==> src/hdl/pccc_defs.vh <==
// constants for the synthesiser and clock pin control block
`ifndef PCCC_DEFS_VH
`define PCCC_DEFS_VH

// ---------------------------------------------------------------
// register indices (byte address is four times the index)
// ---------------------------------------------------------------
`define PCCC_IDX_CTRL 8'h3d
`define PCCC_IDX_POST 8'h3e
`define PCCC_IDX_STATUS 8'h3f

// ---------------------------------------------------------------
// reset values
// ---------------------------------------------------------------
`define PCCC_RST_CTRL 8'h00
`define PCCC_RST_POST 8'h01

// ---------------------------------------------------------------
// control register fields
// ---------------------------------------------------------------
`define PCCC_SEL_HI 7
`define PCCC_SEL_LO 4
`define PCCC_EN_BIT 3
`define PCCC_PD_BIT 2
`define PCCC_FB_HI 1
`define PCCC_FB_LO 0

// ---------------------------------------------------------------
// source select codes
// ---------------------------------------------------------------
`define PCCC_SRC_GPIO 4'h0
`define PCCC_SRC_SYNTH 4'h1
`define PCCC_SRC_LOW 4'h2
`define PCCC_SRC_HIGH 4'h3
`define PCCC_SRC_XTAL1 4'h4
`define PCCC_SRC_XTAL2 4'h5
`define PCCC_SRC_XTAL4 4'h6
`define PCCC_SRC_XTAL8 4'h7
`define PCCC_SRC_TMR0 4'h8
`define PCCC_SRC_TMR1 4'h9
`define PCCC_SRC_TMR2 4'ha
`define PCCC_SRC_TMR3 4'hb

// ---------------------------------------------------------------
// feedback divisor codes and ratios
// ---------------------------------------------------------------
`define PCCC_FB_23 2'h0
`define PCCC_FB_27 2'h1
`define PCCC_FB_28 2'h2
`define PCCC_RATIO_23 5'h17
`define PCCC_RATIO_27 5'h1b
`define PCCC_RATIO_28 5'h1c

// ---------------------------------------------------------------
// divider chain
// ---------------------------------------------------------------
`define PCCC_DIV_STAGES 3

`endif

==> src/hdl/pccc_divider.v <==
// crystal divider chain producing divide by 2, 4 and 8
`timescale 1ns/100ps
`include "pccc_defs.vh"

module pccc_divider (
    // clock and reset
    input wire clock_in,
    input wire rst_in,
    // rising edge pulse of the synchronised crystal level
    input wire xtal_rise_in,
    // divided levels, bit 0 is divide by 2
    output wire [`PCCC_DIV_STAGES-1:0] div_out
);

    reg [`PCCC_DIV_STAGES-1:0] stage;
    wire [`PCCC_DIV_STAGES:0] carry;

    // ---------------------------------------------------------------
    // toggle stages
    // ---------------------------------------------------------------
    // synchronous counter form keeps every stage on the one clock
    assign carry[0] = xtal_rise_in;
    genvar i;
    generate
        for (i = 0; i < `PCCC_DIV_STAGES; i = i + 1) begin : g_stage
            assign carry[i+1] = carry[i] & stage[i];
            always @(posedge clock_in or posedge rst_in) begin
                if (rst_in) begin
                    stage[i] <= 1'b0;
                end else if (carry[i]) begin
                    stage[i] <= ~stage[i];
                end
            end
        end
    endgenerate

    assign div_out = stage;

endmodule

==> src/hdl/pccc_top.v <==
// synthesiser control register and clock output pin source selection
//
// How it works
// - code 0 releases pin to general I/O
// - code 1 drives synthesiser output on pin
// - code 2 holds low, code 3 high
// - codes 4-7 give crystal /1 /2 /4 /8
// - codes 8-B toggle on timer overflow
// - enable bit gates any clock onto pin
// - bits 1-0 hold feedback divisor code
// - first stage multiplies by ratio, halves
// - second stage divides by post divisor
// - codes 0,1,2 give ratios 23,27,28
`timescale 1ns/100ps
`include "pccc_defs.vh"

module pccc_top (
    // clock and reset
    input wire clock_in,
    input wire rst_in,
    // avalon-mm slave
    input wire [9:0] address_in,
    input wire read_in,
    input wire write_in,
    input wire [3:0] byteenable_in,
    input wire [31:0] writedata_in,
    output reg [31:0] readdata_out,
    output wire waitrequest_out,
    // clock sources
    input wire xtal_clock_in,
    input wire synth_clock_in,
    input wire [3:0] timer_overflow_in,
    // synthesiser controls
    output reg synth_power_down_out,
    output reg [4:0] synth_feedback_ratio_out,
    output reg [7:0] synth_post_divisor_out,
    // clock output pin
    output reg clock_output_pin_out,
    output reg clock_output_pin_oe_out,
    output reg gpio_release_out
);

    reg [7:0] ctrl;
    reg [7:0] post_div;
    reg ack;
    reg xtal_meta;
    reg xtal_sync;
    reg xtal_prev;
    reg synth_meta;
    reg synth_sync;
    reg timer_toggle;
    reg next_pin;
    reg next_oe;
    reg [4:0] next_ratio;
    reg [31:0] next_rdata;
    wire [`PCCC_DIV_STAGES-1:0] xtal_div;
    wire [3:0] sel;
    wire enabled;
    wire power_off;
    wire [1:0] fb_code;
    wire req;
    wire hit_ctrl;
    wire hit_post;
    wire hit_status;
    wire xtal_rise;

    assign sel = ctrl[`PCCC_SEL_HI:`PCCC_SEL_LO];
    assign enabled = ctrl[`PCCC_EN_BIT];
    assign power_off = ctrl[`PCCC_PD_BIT];
    assign fb_code = ctrl[`PCCC_FB_HI:`PCCC_FB_LO];

    // ---------------------------------------------------------------
    // bus decode and handshake
    // ---------------------------------------------------------------
    // one wait state: the access completes on the second edge of a request
    assign req = read_in | write_in;
    assign waitrequest_out = req & ~ack;
    assign hit_ctrl = (address_in == {`PCCC_IDX_CTRL, 2'b00});
    assign hit_post = (address_in == {`PCCC_IDX_POST, 2'b00});
    assign hit_status = (address_in == {`PCCC_IDX_STATUS, 2'b00});

    // acknowledge flag toggles high for one cycle per access
    always @(posedge clock_in or posedge rst_in) begin
        if (rst_in) begin
            ack <= 1'b0;
        end else begin
            ack <= req & ~ack;
        end
    end

    // read mux; unmapped addresses read as zero
    always @* begin
        next_rdata = 32'h00000000;
        if (hit_ctrl) begin
            next_rdata[7:0] = ctrl;
        end else if (hit_post) begin
            next_rdata[7:0] = post_div;
        end else if (hit_status) begin
            next_rdata[0] = clock_output_pin_out;
            next_rdata[1] = clock_output_pin_oe_out;
            next_rdata[2] = ~power_off;
            next_rdata[3] = timer_toggle;
        end
    end

    // read data captured in the wait cycle so it stands at the release edge
    always @(posedge clock_in or posedge rst_in) begin
        if (rst_in) begin
            readdata_out <= 32'h00000000;
        end else if (read_in & ~ack) begin
            readdata_out <= next_rdata;
        end
    end

    // ---------------------------------------------------------------
    // registers
    // ---------------------------------------------------------------
    // writes land on the edge where waitrequest is low, low byte lane only
    always @(posedge clock_in or posedge rst_in) begin
        if (rst_in) begin
            ctrl <= `PCCC_RST_CTRL;
            post_div <= `PCCC_RST_POST;
        end else if (write_in & ack & byteenable_in[0]) begin
            if (hit_ctrl) begin
                ctrl <= writedata_in[7:0];
            end
            if (hit_post) begin
                post_div <= writedata_in[7:0];
            end
        end
    end

    // ---------------------------------------------------------------
    // synthesiser controls
    // ---------------------------------------------------------------
    // reserved code 3 falls back to the lowest ratio rather than an untested one
    always @* begin
        case (fb_code)
            `PCCC_FB_23: next_ratio = `PCCC_RATIO_23;
            `PCCC_FB_27: next_ratio = `PCCC_RATIO_27;
            `PCCC_FB_28: next_ratio = `PCCC_RATIO_28;
            default: next_ratio = `PCCC_RATIO_23;
        endcase
    end

    // the analogue loop does crystal*ratio/2 then /post divisor from these
    always @(posedge clock_in or posedge rst_in) begin
        if (rst_in) begin
            synth_power_down_out <= 1'b0;
            synth_feedback_ratio_out <= `PCCC_RATIO_23;
            synth_post_divisor_out <= `PCCC_RST_POST;
        end else begin
            synth_power_down_out <= power_off;
            synth_feedback_ratio_out <= next_ratio;
            synth_post_divisor_out <= post_div;
        end
    end

    // ---------------------------------------------------------------
    // input synchronisers
    // ---------------------------------------------------------------
    // both clock sources come from outside this domain; output is a
    // sampled replica, so edges jitter by up to one system clock period
    always @(posedge clock_in or posedge rst_in) begin
        if (rst_in) begin
            xtal_meta <= 1'b0;
            xtal_sync <= 1'b0;
            xtal_prev <= 1'b0;
            synth_meta <= 1'b0;
            synth_sync <= 1'b0;
        end else begin
            xtal_meta <= xtal_clock_in;
            xtal_sync <= xtal_meta;
            xtal_prev <= xtal_sync;
            synth_meta <= synth_clock_in;
            synth_sync <= synth_meta;
        end
    end

    assign xtal_rise = xtal_sync & ~xtal_prev;

    pccc_divider u_divider (
        .clock_in(clock_in),
        .rst_in(rst_in),
        .xtal_rise_in(xtal_rise),
        .div_out(xtal_div)
    );

    // ---------------------------------------------------------------
    // timer toggle
    // ---------------------------------------------------------------
    // toggle only on the selected timer; other overflows are ignored
    always @(posedge clock_in or posedge rst_in) begin
        if (rst_in) begin
            timer_toggle <= 1'b0;
        end else if (sel[3:2] == 2'b10) begin
            if (timer_overflow_in[sel[1:0]]) begin
                timer_toggle <= ~timer_toggle;
            end
        end
    end

    // ---------------------------------------------------------------
    // pin source selection
    // ---------------------------------------------------------------
    always @* begin
        next_pin = 1'b0;
        next_oe = 1'b1;
        case (sel)
            `PCCC_SRC_GPIO: next_oe = 1'b0;
            `PCCC_SRC_SYNTH: next_pin = synth_sync & ~power_off;
            `PCCC_SRC_LOW: next_pin = 1'b0;
            `PCCC_SRC_HIGH: next_pin = 1'b1;
            `PCCC_SRC_XTAL1: next_pin = xtal_sync;
            `PCCC_SRC_XTAL2: next_pin = xtal_div[0];
            `PCCC_SRC_XTAL4: next_pin = xtal_div[1];
            `PCCC_SRC_XTAL8: next_pin = xtal_div[2];
            `PCCC_SRC_TMR0: next_pin = timer_toggle;
            `PCCC_SRC_TMR1: next_pin = timer_toggle;
            `PCCC_SRC_TMR2: next_pin = timer_toggle;
            `PCCC_SRC_TMR3: next_pin = timer_toggle;
            default: next_oe = 1'b0;
        endcase
        // with the enable clear nothing reaches the pin
        if (!enabled) begin
            next_pin = 1'b0;
            next_oe = 1'b0;
        end
    end

    always @(posedge clock_in or posedge rst_in) begin
        if (rst_in) begin
            clock_output_pin_out <= 1'b0;
            clock_output_pin_oe_out <= 1'b0;
            gpio_release_out <= 1'b1;
        end else begin
            clock_output_pin_out <= next_pin;
            clock_output_pin_oe_out <= next_oe;
            gpio_release_out <= (sel == `PCCC_SRC_GPIO);
        end
    end

endmodule

==> config.mk <==
export PLATFORM = sky130hd
export DESIGN_NAME = pccc_top
export DESIGN_NICKNAME = d
export VERILOG_FILES = /design/src/hdl/pccc_divider.v /design/src/hdl/pccc_top.v
export VERILOG_INCLUDE_DIRS = /design/src /design/src/hdl
export SDC_FILE = /design/constraint.sdc
export NUM_CORES = 1
export LEC_CHECK = 0
export BUFFER_PORTS_ARGS = -buffer_cell sky130_fd_sc_hd__buf_2
export CORE_MARGIN = 2
export CORE_UTILIZATION = 49
export DETAILED_ROUTE_END_ITERATION = 8
export PLACE_DENSITY_LB_ADDON = 0.3
export SLEW_MARGIN = 15
export SYNTH_ARGS = -nofsm -noshare
export SYNTH_HDL_FRONTEND = slang
export SYNTH_SLANG_ARGS = --single-unit
==> constraint.sdc <==
create_clock -name clock_in -period 2.72 [get_ports clock_in]
set_clock_uncertainty 0.1 [all_clocks]
set_input_delay 0 -clock clock_in [delete_from_list [all_inputs] [get_ports clock_in]]
set_output_delay 0 -clock clock_in [all_outputs]
set_load 0.01 [all_outputs]
==> flow_summary_export.csv, run 1 <==
group,metric,value,unit
detailed_routing,initialDrtViolationCount,100,
min_path,hold_start,"address_in[8]",
floorplanning,coreArea,4294,sq um
global_routing,antenna_found_initial,0,
detailed_routing,ant_nets,0,
cells_and_area,area_growth_syn_to_layout,19.04,%
setup_path,end_kind,"flop",
cells_and_area,multiInputGateArea,778.2,sq um
synthesis,ys_top_cells_by_area,"dfrtp_1, mux2_2, buf_4",
cells_and_area,fin_nets,295,
synthesis,avgSynthCellArea,12.46,sq um
global_routing,grt_max_degree,50,
setup_path,reg2reg_from,"ack$_DFF_PP0_",
setup_path,cp_max_fo,8,
synthesis,syn_area,2168,sq um
setup_path,r2r_cells,4,
cells_and_area,utilization,60.11,%
timing,hold_viol,0,
outcome,status,"finished, final reports clean",
synthesis,syn_inst,174,
timing,fin_ws,0.8197,ns
synthesis,yosysUniqueCellTypes,37,
timing,min_period,1.900,ns
setup_path,timing.rr.end,"post_div[2]$_DFFE_PP0P_",
place,routabilityCongestion,0.7872,
detailed_routing,drt_pre_antenna_iters,4,
cells_and_area,regArea,1232,sq um
setup_path,regToRegSetupSlack,0.82,ns
synthesis,synth_warnings,0,
place,preCtsSetupSlack,0.5734,ns
timing,max_freq,0.5262,GHz
cts,cts-root-buf,"clkbuf_8",
floorplanning,num_rows,24,
synthesis,ys_async_sr_fraction,100.0,%
flow_run,max-cap-violations,0,
global_routing,grt_overflow,0,
floorplanning,dieArea,4973,sq um
synthesis,synth-edff-count,0,
synthesis,yosys.area.top_type,"dfrtp_1",
timing,fin_crit_sh,69.86,%
pwr,power,1.336,mW
detailed_routing,drc,0,
setup_path,path_class,"flop to flop",
global_routing,gr-usage-all-layers,16.56,%
place,placed_cells,269,
cts,cts_tree,"done",
place,placed_area,2364,sq um
cells_and_area,finalNonFillerCells,290,
timing,worst_pin_slew,0.9819,ns
synthesis,synth_ff_type,"dfrtp_1",
floorplanning,dieWidth,70.52,um
min_path,hold_path_class,"input port to flop",
min_path,hold_end,"readdata_out[6]$_DFFE_PP0P_",
timing,hold_slack,0.01380,ns
synthesis,synth.top_cell.area_share,50.78,%
cells_and_area,drive_above_1_share,38.24,%
synthesis,yosysSeqAreaShare,56.84,%
floorplanning,io_pins,106,
cells_and_area,antenna_cells,0,
detailed_routing,vias,1426,
setup_path,cp.arrival,1.98,ns
timing,setup_tns,0,ns
pwr,power.leakage,1.279,nW
timing,slew_viol_final,0,
setup_path,cp-start-kind,"flop",
floorplanning,die_h,70.52,um
floorplanning,start_util,50.50,%
pwr,ir_drop,0.2735,mV
cts,cts_sinks,49,
min_path,hold_depth,4,
pwr,pwr_density_cell,517.7,nW/um^2
timing,max_slew_margin,34.44,%
place,io_buffers,53,
cts,clk_pin_slew,0.09,ns
detailed_routing,wirelength,3.931,mm
cts,htree_levels,2,
detailed_routing,viasPerCell,4.917,
cts,clock_path_buffers,2,
global_routing,grt_pass1_wl,6.320,mm
setup_path,critical_path_required,2.80,ns
place,hpwl,2.733,mm
global_routing,first_global_vias,1300,
timing,finalSetupViolations,0,
cts,post_cts_buffers,0,
detailed_routing,detail_route.wl_per_cell,13.56,um
synthesis,synth_most_common_cell,"dfrtp_1",
cts,cts_buffers,5,
synthesis,ys_seq_elements,49,
cells_and_area,final_area,2581,sq um
timing,rsz0062_at_grt,"no",
synthesis,ys_top_cells_by_count,"dfrtp_1, buf_4, mux2_2",
cells_and_area,n_fill_cell,345,
cts,clk_latency,0.30,ns
final cells by class:
class / count / share of cell area, %
timing repair buffer: 66 / 15.32
clock buffer: 6 / 2.811
sequential: 49 / 47.75
inverter: 6 / 0.8725
clock inverter: 2 / 0.5817
tap: 52 / 2.521
multi-input combinational: 109 / 30.15
metal layers:
metal / track usage [%] / up-vias / share of wire [%]
met5: 0 / - / 0
met4: 5.769 / 0 / 1.3
met3: 5.051 / 4 / 6.6
met2: 25.26 / 51 / 48
met1: 22.66 / 700 / 44
li1: - / 671 / -
state kept, by name, summed over array words and instances (netlist names):
signal	cells
ctrl	8
post_div	8
readdata_out	8
synth_post_divisor_out	8
synth_feedback_ratio_out	3
u_divider.div_out	3
ack	1
clock_output_pin_oe_out	1
clock_output_pin_out	1
gpio_release_out	1
synth_meta	1
synth_power_down_out	1
synth_sync	1
timer_toggle	1
xtal_meta	1
xtal_prev	1
xtal_sync	1
kinds of logic after synthesis:
kind of cell	after synthesis	share of synthesized area (%)
flip-flops	49	56.84
multiplexers	22	11.83
adder cells (fa/ha/maj)	2	1.154
buffers and inverters	39	11.25
XOR/XNOR	4	1.616
AND/OR/NAND/NOR	36	10.56
other	2	0.3463
AO/OA/AOI/OAI	20	6.405
layout by cell type (no fill, tap or decap), types with 2 or more instances in the layout:
cell,n
dfstp_2,5
nor2b_1,4
nor3b_4,2
mux2i_1,2
o211ai_1,2
o31ai_1,4
o21ai_0,4
a22oi_1,7
clkbuf_8,5
dlygate4sd3_1,13
dfrtp_1,44
nand2b_1,2
buf_2,53
inv_1,5
nand2_1,12
clkinvlp_4,2
xnor2_1,4
conb_1,25
mux2_2,18
nor2_1,4
ha_1,2
report_power, final:
| group | leakage, nW | internal (mW) | switching [mW] |
|---|---|---|---|
| registers | 0.647 | 0.760 | 0.0277 |
| clock network | 0.0374 | 0.181 | 0.239 |
| logic | 0.595 | 0.0603 | 0.0681 |
timing repair:
| item | CTS | global route |
|---|---|---|
| hold buffers | 13 | 0 |
| endpoints found under the hold margin | 63 | 0 |
| gates resized for setup | 0 | 0 |
worst max-delay path by stage:
stage | end | slack, ns | startpoint | cells after the start
after floorplan | ctrl[0]$_DFFE_PP0P_ | 0.85 | address_in[1] | 4
after detailed placement | post_div[2]$_DFFE_PP0P_ | 0.57 | address_in[1] | 5
final | post_div[2]$_DFFE_PP0P_ | 0.82 | ack$_DFF_PP0_ | 4
after CTS | post_div[2]$_DFFE_PP0P_ | 0.78 | ack$_DFF_PP0_ | 4
after global routing | post_div[2]$_DFFE_PP0P_ | 0.70 | ack$_DFF_PP0_ | 4
after global placement | ctrl[0]$_DFFE_PP0P_ | 0.59 | address_in[1] | 5
worst max-delay path: stages, from the launching register on:
cell,delay (ns)
dfrtp_1,0.37
nand3_1,0.10
or3_4,0.37
nor3b_4,0.45
mux2_2,0.39
(Power assumes the default switching activity.)
==> run 2, diff against run 1 <==
--- a/config.mk
+++ b/config.mk
@@ -8,7 +8,7 @@
 export LEC_CHECK = 0
 export BUFFER_PORTS_ARGS = -buffer_cell sky130_fd_sc_hd__buf_2
 export CORE_MARGIN = 2
-export CORE_UTILIZATION = 49
+export CORE_UTILIZATION = 46
 export DETAILED_ROUTE_END_ITERATION = 8
 export PLACE_DENSITY_LB_ADDON = 0.3
 export SLEW_MARGIN = 15
==> constraint.sdc (replaced) <==
create_clock -name clock_in -period 1.9 [get_ports clock_in]
set_clock_uncertainty 0.1 [all_clocks]
set_input_delay 0 -clock clock_in [delete_from_list [all_inputs] [get_ports clock_in]]
set_output_delay 0 -clock clock_in [all_outputs]
set_load 0.01 [all_outputs]
==> flow_summary_export.csv, run 2 (same netlist as run 1, synthesis figures left out) <==
group,metric,value,unit
global_routing,grt_max_degree,27,
detailed_routing,viasPerCell,4.780,
cts,cts_tree,"done",
outcome,status,"finished, final reports clean",
floorplanning,start_util,48.79,%
detailed_routing,ant_nets,0,
floorplanning,dieWidth,72.66,um
cells_and_area,antenna_cells,0,
place,io_buffers,53,
cts,cts_sinks,49,
floorplanning,num_rows,24,
pwr,p_sw_share,23.44,%
timing,finalSetupViolations,0,
setup_path,end_kind,"flop",
timing,min_period,1.782,ns
cts,cts-root-buf,"clkbuf_8",
floorplanning,die_h,72.66,um
floorplanning,io_pins,106,
floorplanning,coreArea,4444,sq um
pwr,ir_drop,0.5129,mV
pwr,p_sw,0.4521,mW
min_path,hold_path_class,"input port to flop",
timing,slew_viol_final,0,
global_routing,grt_pass1_wl,6.389,mm
cts,clk_latency,0.30,ns
cells_and_area,layout_common_cells,"buf_2, dfrtp_1, conb_1",
timing,worst_pin_slew,0.5317,ns
pwr,pwr_density_cell,725.5,nW/um^2
detailed_routing,drt_pre_antenna_iters,5,
floorplanning,dieArea,5279,sq um
setup_path,cp-start-kind,"flop",
detailed_routing,detail_route.wl_per_cell,13.35,um
detailed_routing,drc,0,
timing,setup_tns,0,ns
detailed_routing,initialDrtViolationCount,60,
cts,clk_pin_slew,0.08,ns
timing,max_freq,0.5612,GHz
timing,rsz0062_at_grt,"no",
place,placed_cells,279,
pwr,power,1.929,mW
global_routing,first_global_vias,1351,
global_routing,antenna_found_initial,0,
timing,hold_viol,0,
cts,ctsResizeCount,0,
cells_and_area,area_growth_syn_to_layout,22.62,%
pwr,power_frac_clock,31.5,%
setup_path,critical_path_required,1.99,ns
pwr,pwr-share-comb,10.0,%
place,routabilityCongestion,0.8005,
pwr,power.leakage,1.339,nW
setup_path,reg2reg_from,"ack$_DFF_PP0_",
setup_path,cp.arrival,1.87,ns
detailed_routing,vias,1434,
min_path,hold_start,"address_in[8]",
cells_and_area,finalNonFillerCells,300,
pwr,p_seq_share,58.5,%
cells_and_area,fin_nets,305,
cts,cts_buffers,5,
flow_run,max-cap-violations,0,
cts,htree_levels,2,
cells_and_area,layout_commonest_cell,"buf_2",
cells_and_area,drive_above_1_share,40.32,%
cts,clock_path_buffers,2,
setup_path,startpoint,"ack$_DFF_PP0_",
setup_path,cp_max_fo,7,
timing,max_slew_margin,64.50,%
pwr,power.internal,1.477,mW
setup_path,path_class,"flop to flop",
global_routing,grt_overflow,0,
place,hpwl,2.954,mm
detailed_routing,wirelength,4.005,mm
global_routing,gr-usage-all-layers,16.07,%
timing,fin_crit_sh,93.78,%
## run 2: area by class of cell
class	instances	area [sq um]
Clock buffer	8	90.09
Tap cell	52	65.06
Sequential cell	49	1232
Multi-Input combinational cell	109	778.2
Fill cell	361	1785
Inverter	6	22.52
Timing Repair Buffer	76	470.5
## run 2: power by group through the flow
stage               Sequential, mW  Clock, mW  Combinational, mW
global route                  1.14      0.672              0.219
detailed placement            1.15          0              0.174
global placement              1.15          0              0.169
finish                        1.13      0.608              0.193
floorplan                     1.14          0              0.153
CTS                           1.13      0.626              0.195
## run 2: what timing repair did
item	in CTS	in global routing
endpoints found under the hold margin	42	0
hold buffers	13	0
setup buffers	0	0
## run 2: layer usage
metal	routed length [um]	vias to the layer above	GRT usage (%)
met4	39	0	6.173
met3	260	5	3.729
met5	0	-	0
li1	-	683	-
met1	1747	694	20.86
met2	1957	52	26.26
## run 2: critical path: stages (launching register included)
cell     delay (ns)
dfrtp_1        0.37
nand3_1        0.09
or3_4          0.37
nor3b_4        0.22
buf_4          0.19
mux2_2         0.33
## run 2: path summary, 6_finish.rpt
path / to / slack [ns] / depth (start not counted)
worst max-delay path: ctrl[6]$_DFFE_PP0P_ / 0.12 / 5
worst min-delay path: readdata_out[7]$_DFFE_PP0P_ / 0.05 / 4
worst max register to register: ctrl[6]$_DFFE_PP0P_ / 0.12 / 5
worst min register to register: synth_sync$_DFF_PP0_ / 0.25 / 0
max in group asynchronous: gpio_release_out$_DFF_PP1_ / 0.84 / 4
min in group asynchronous: synth_feedback_ratio_out[3]$_DFF_PP0_ / 0.18 / 3
## run 2: metrics by stage
stage	worst slack [ns]	util (%)	hold slack [ns]	area [sq um]
after floorplan	0.02660	-	-0.06857	2255
after detailed placement	-0.1189	54.87	-0.02419	2439
after global routing	0.04476	59.83	0.05810	2659
final	0.1183	59.83	0.05363	2659
after global placement	-0.08245	54.87	-0.02424	2439
after CTS	0.1245	59.83	0.04977	2659
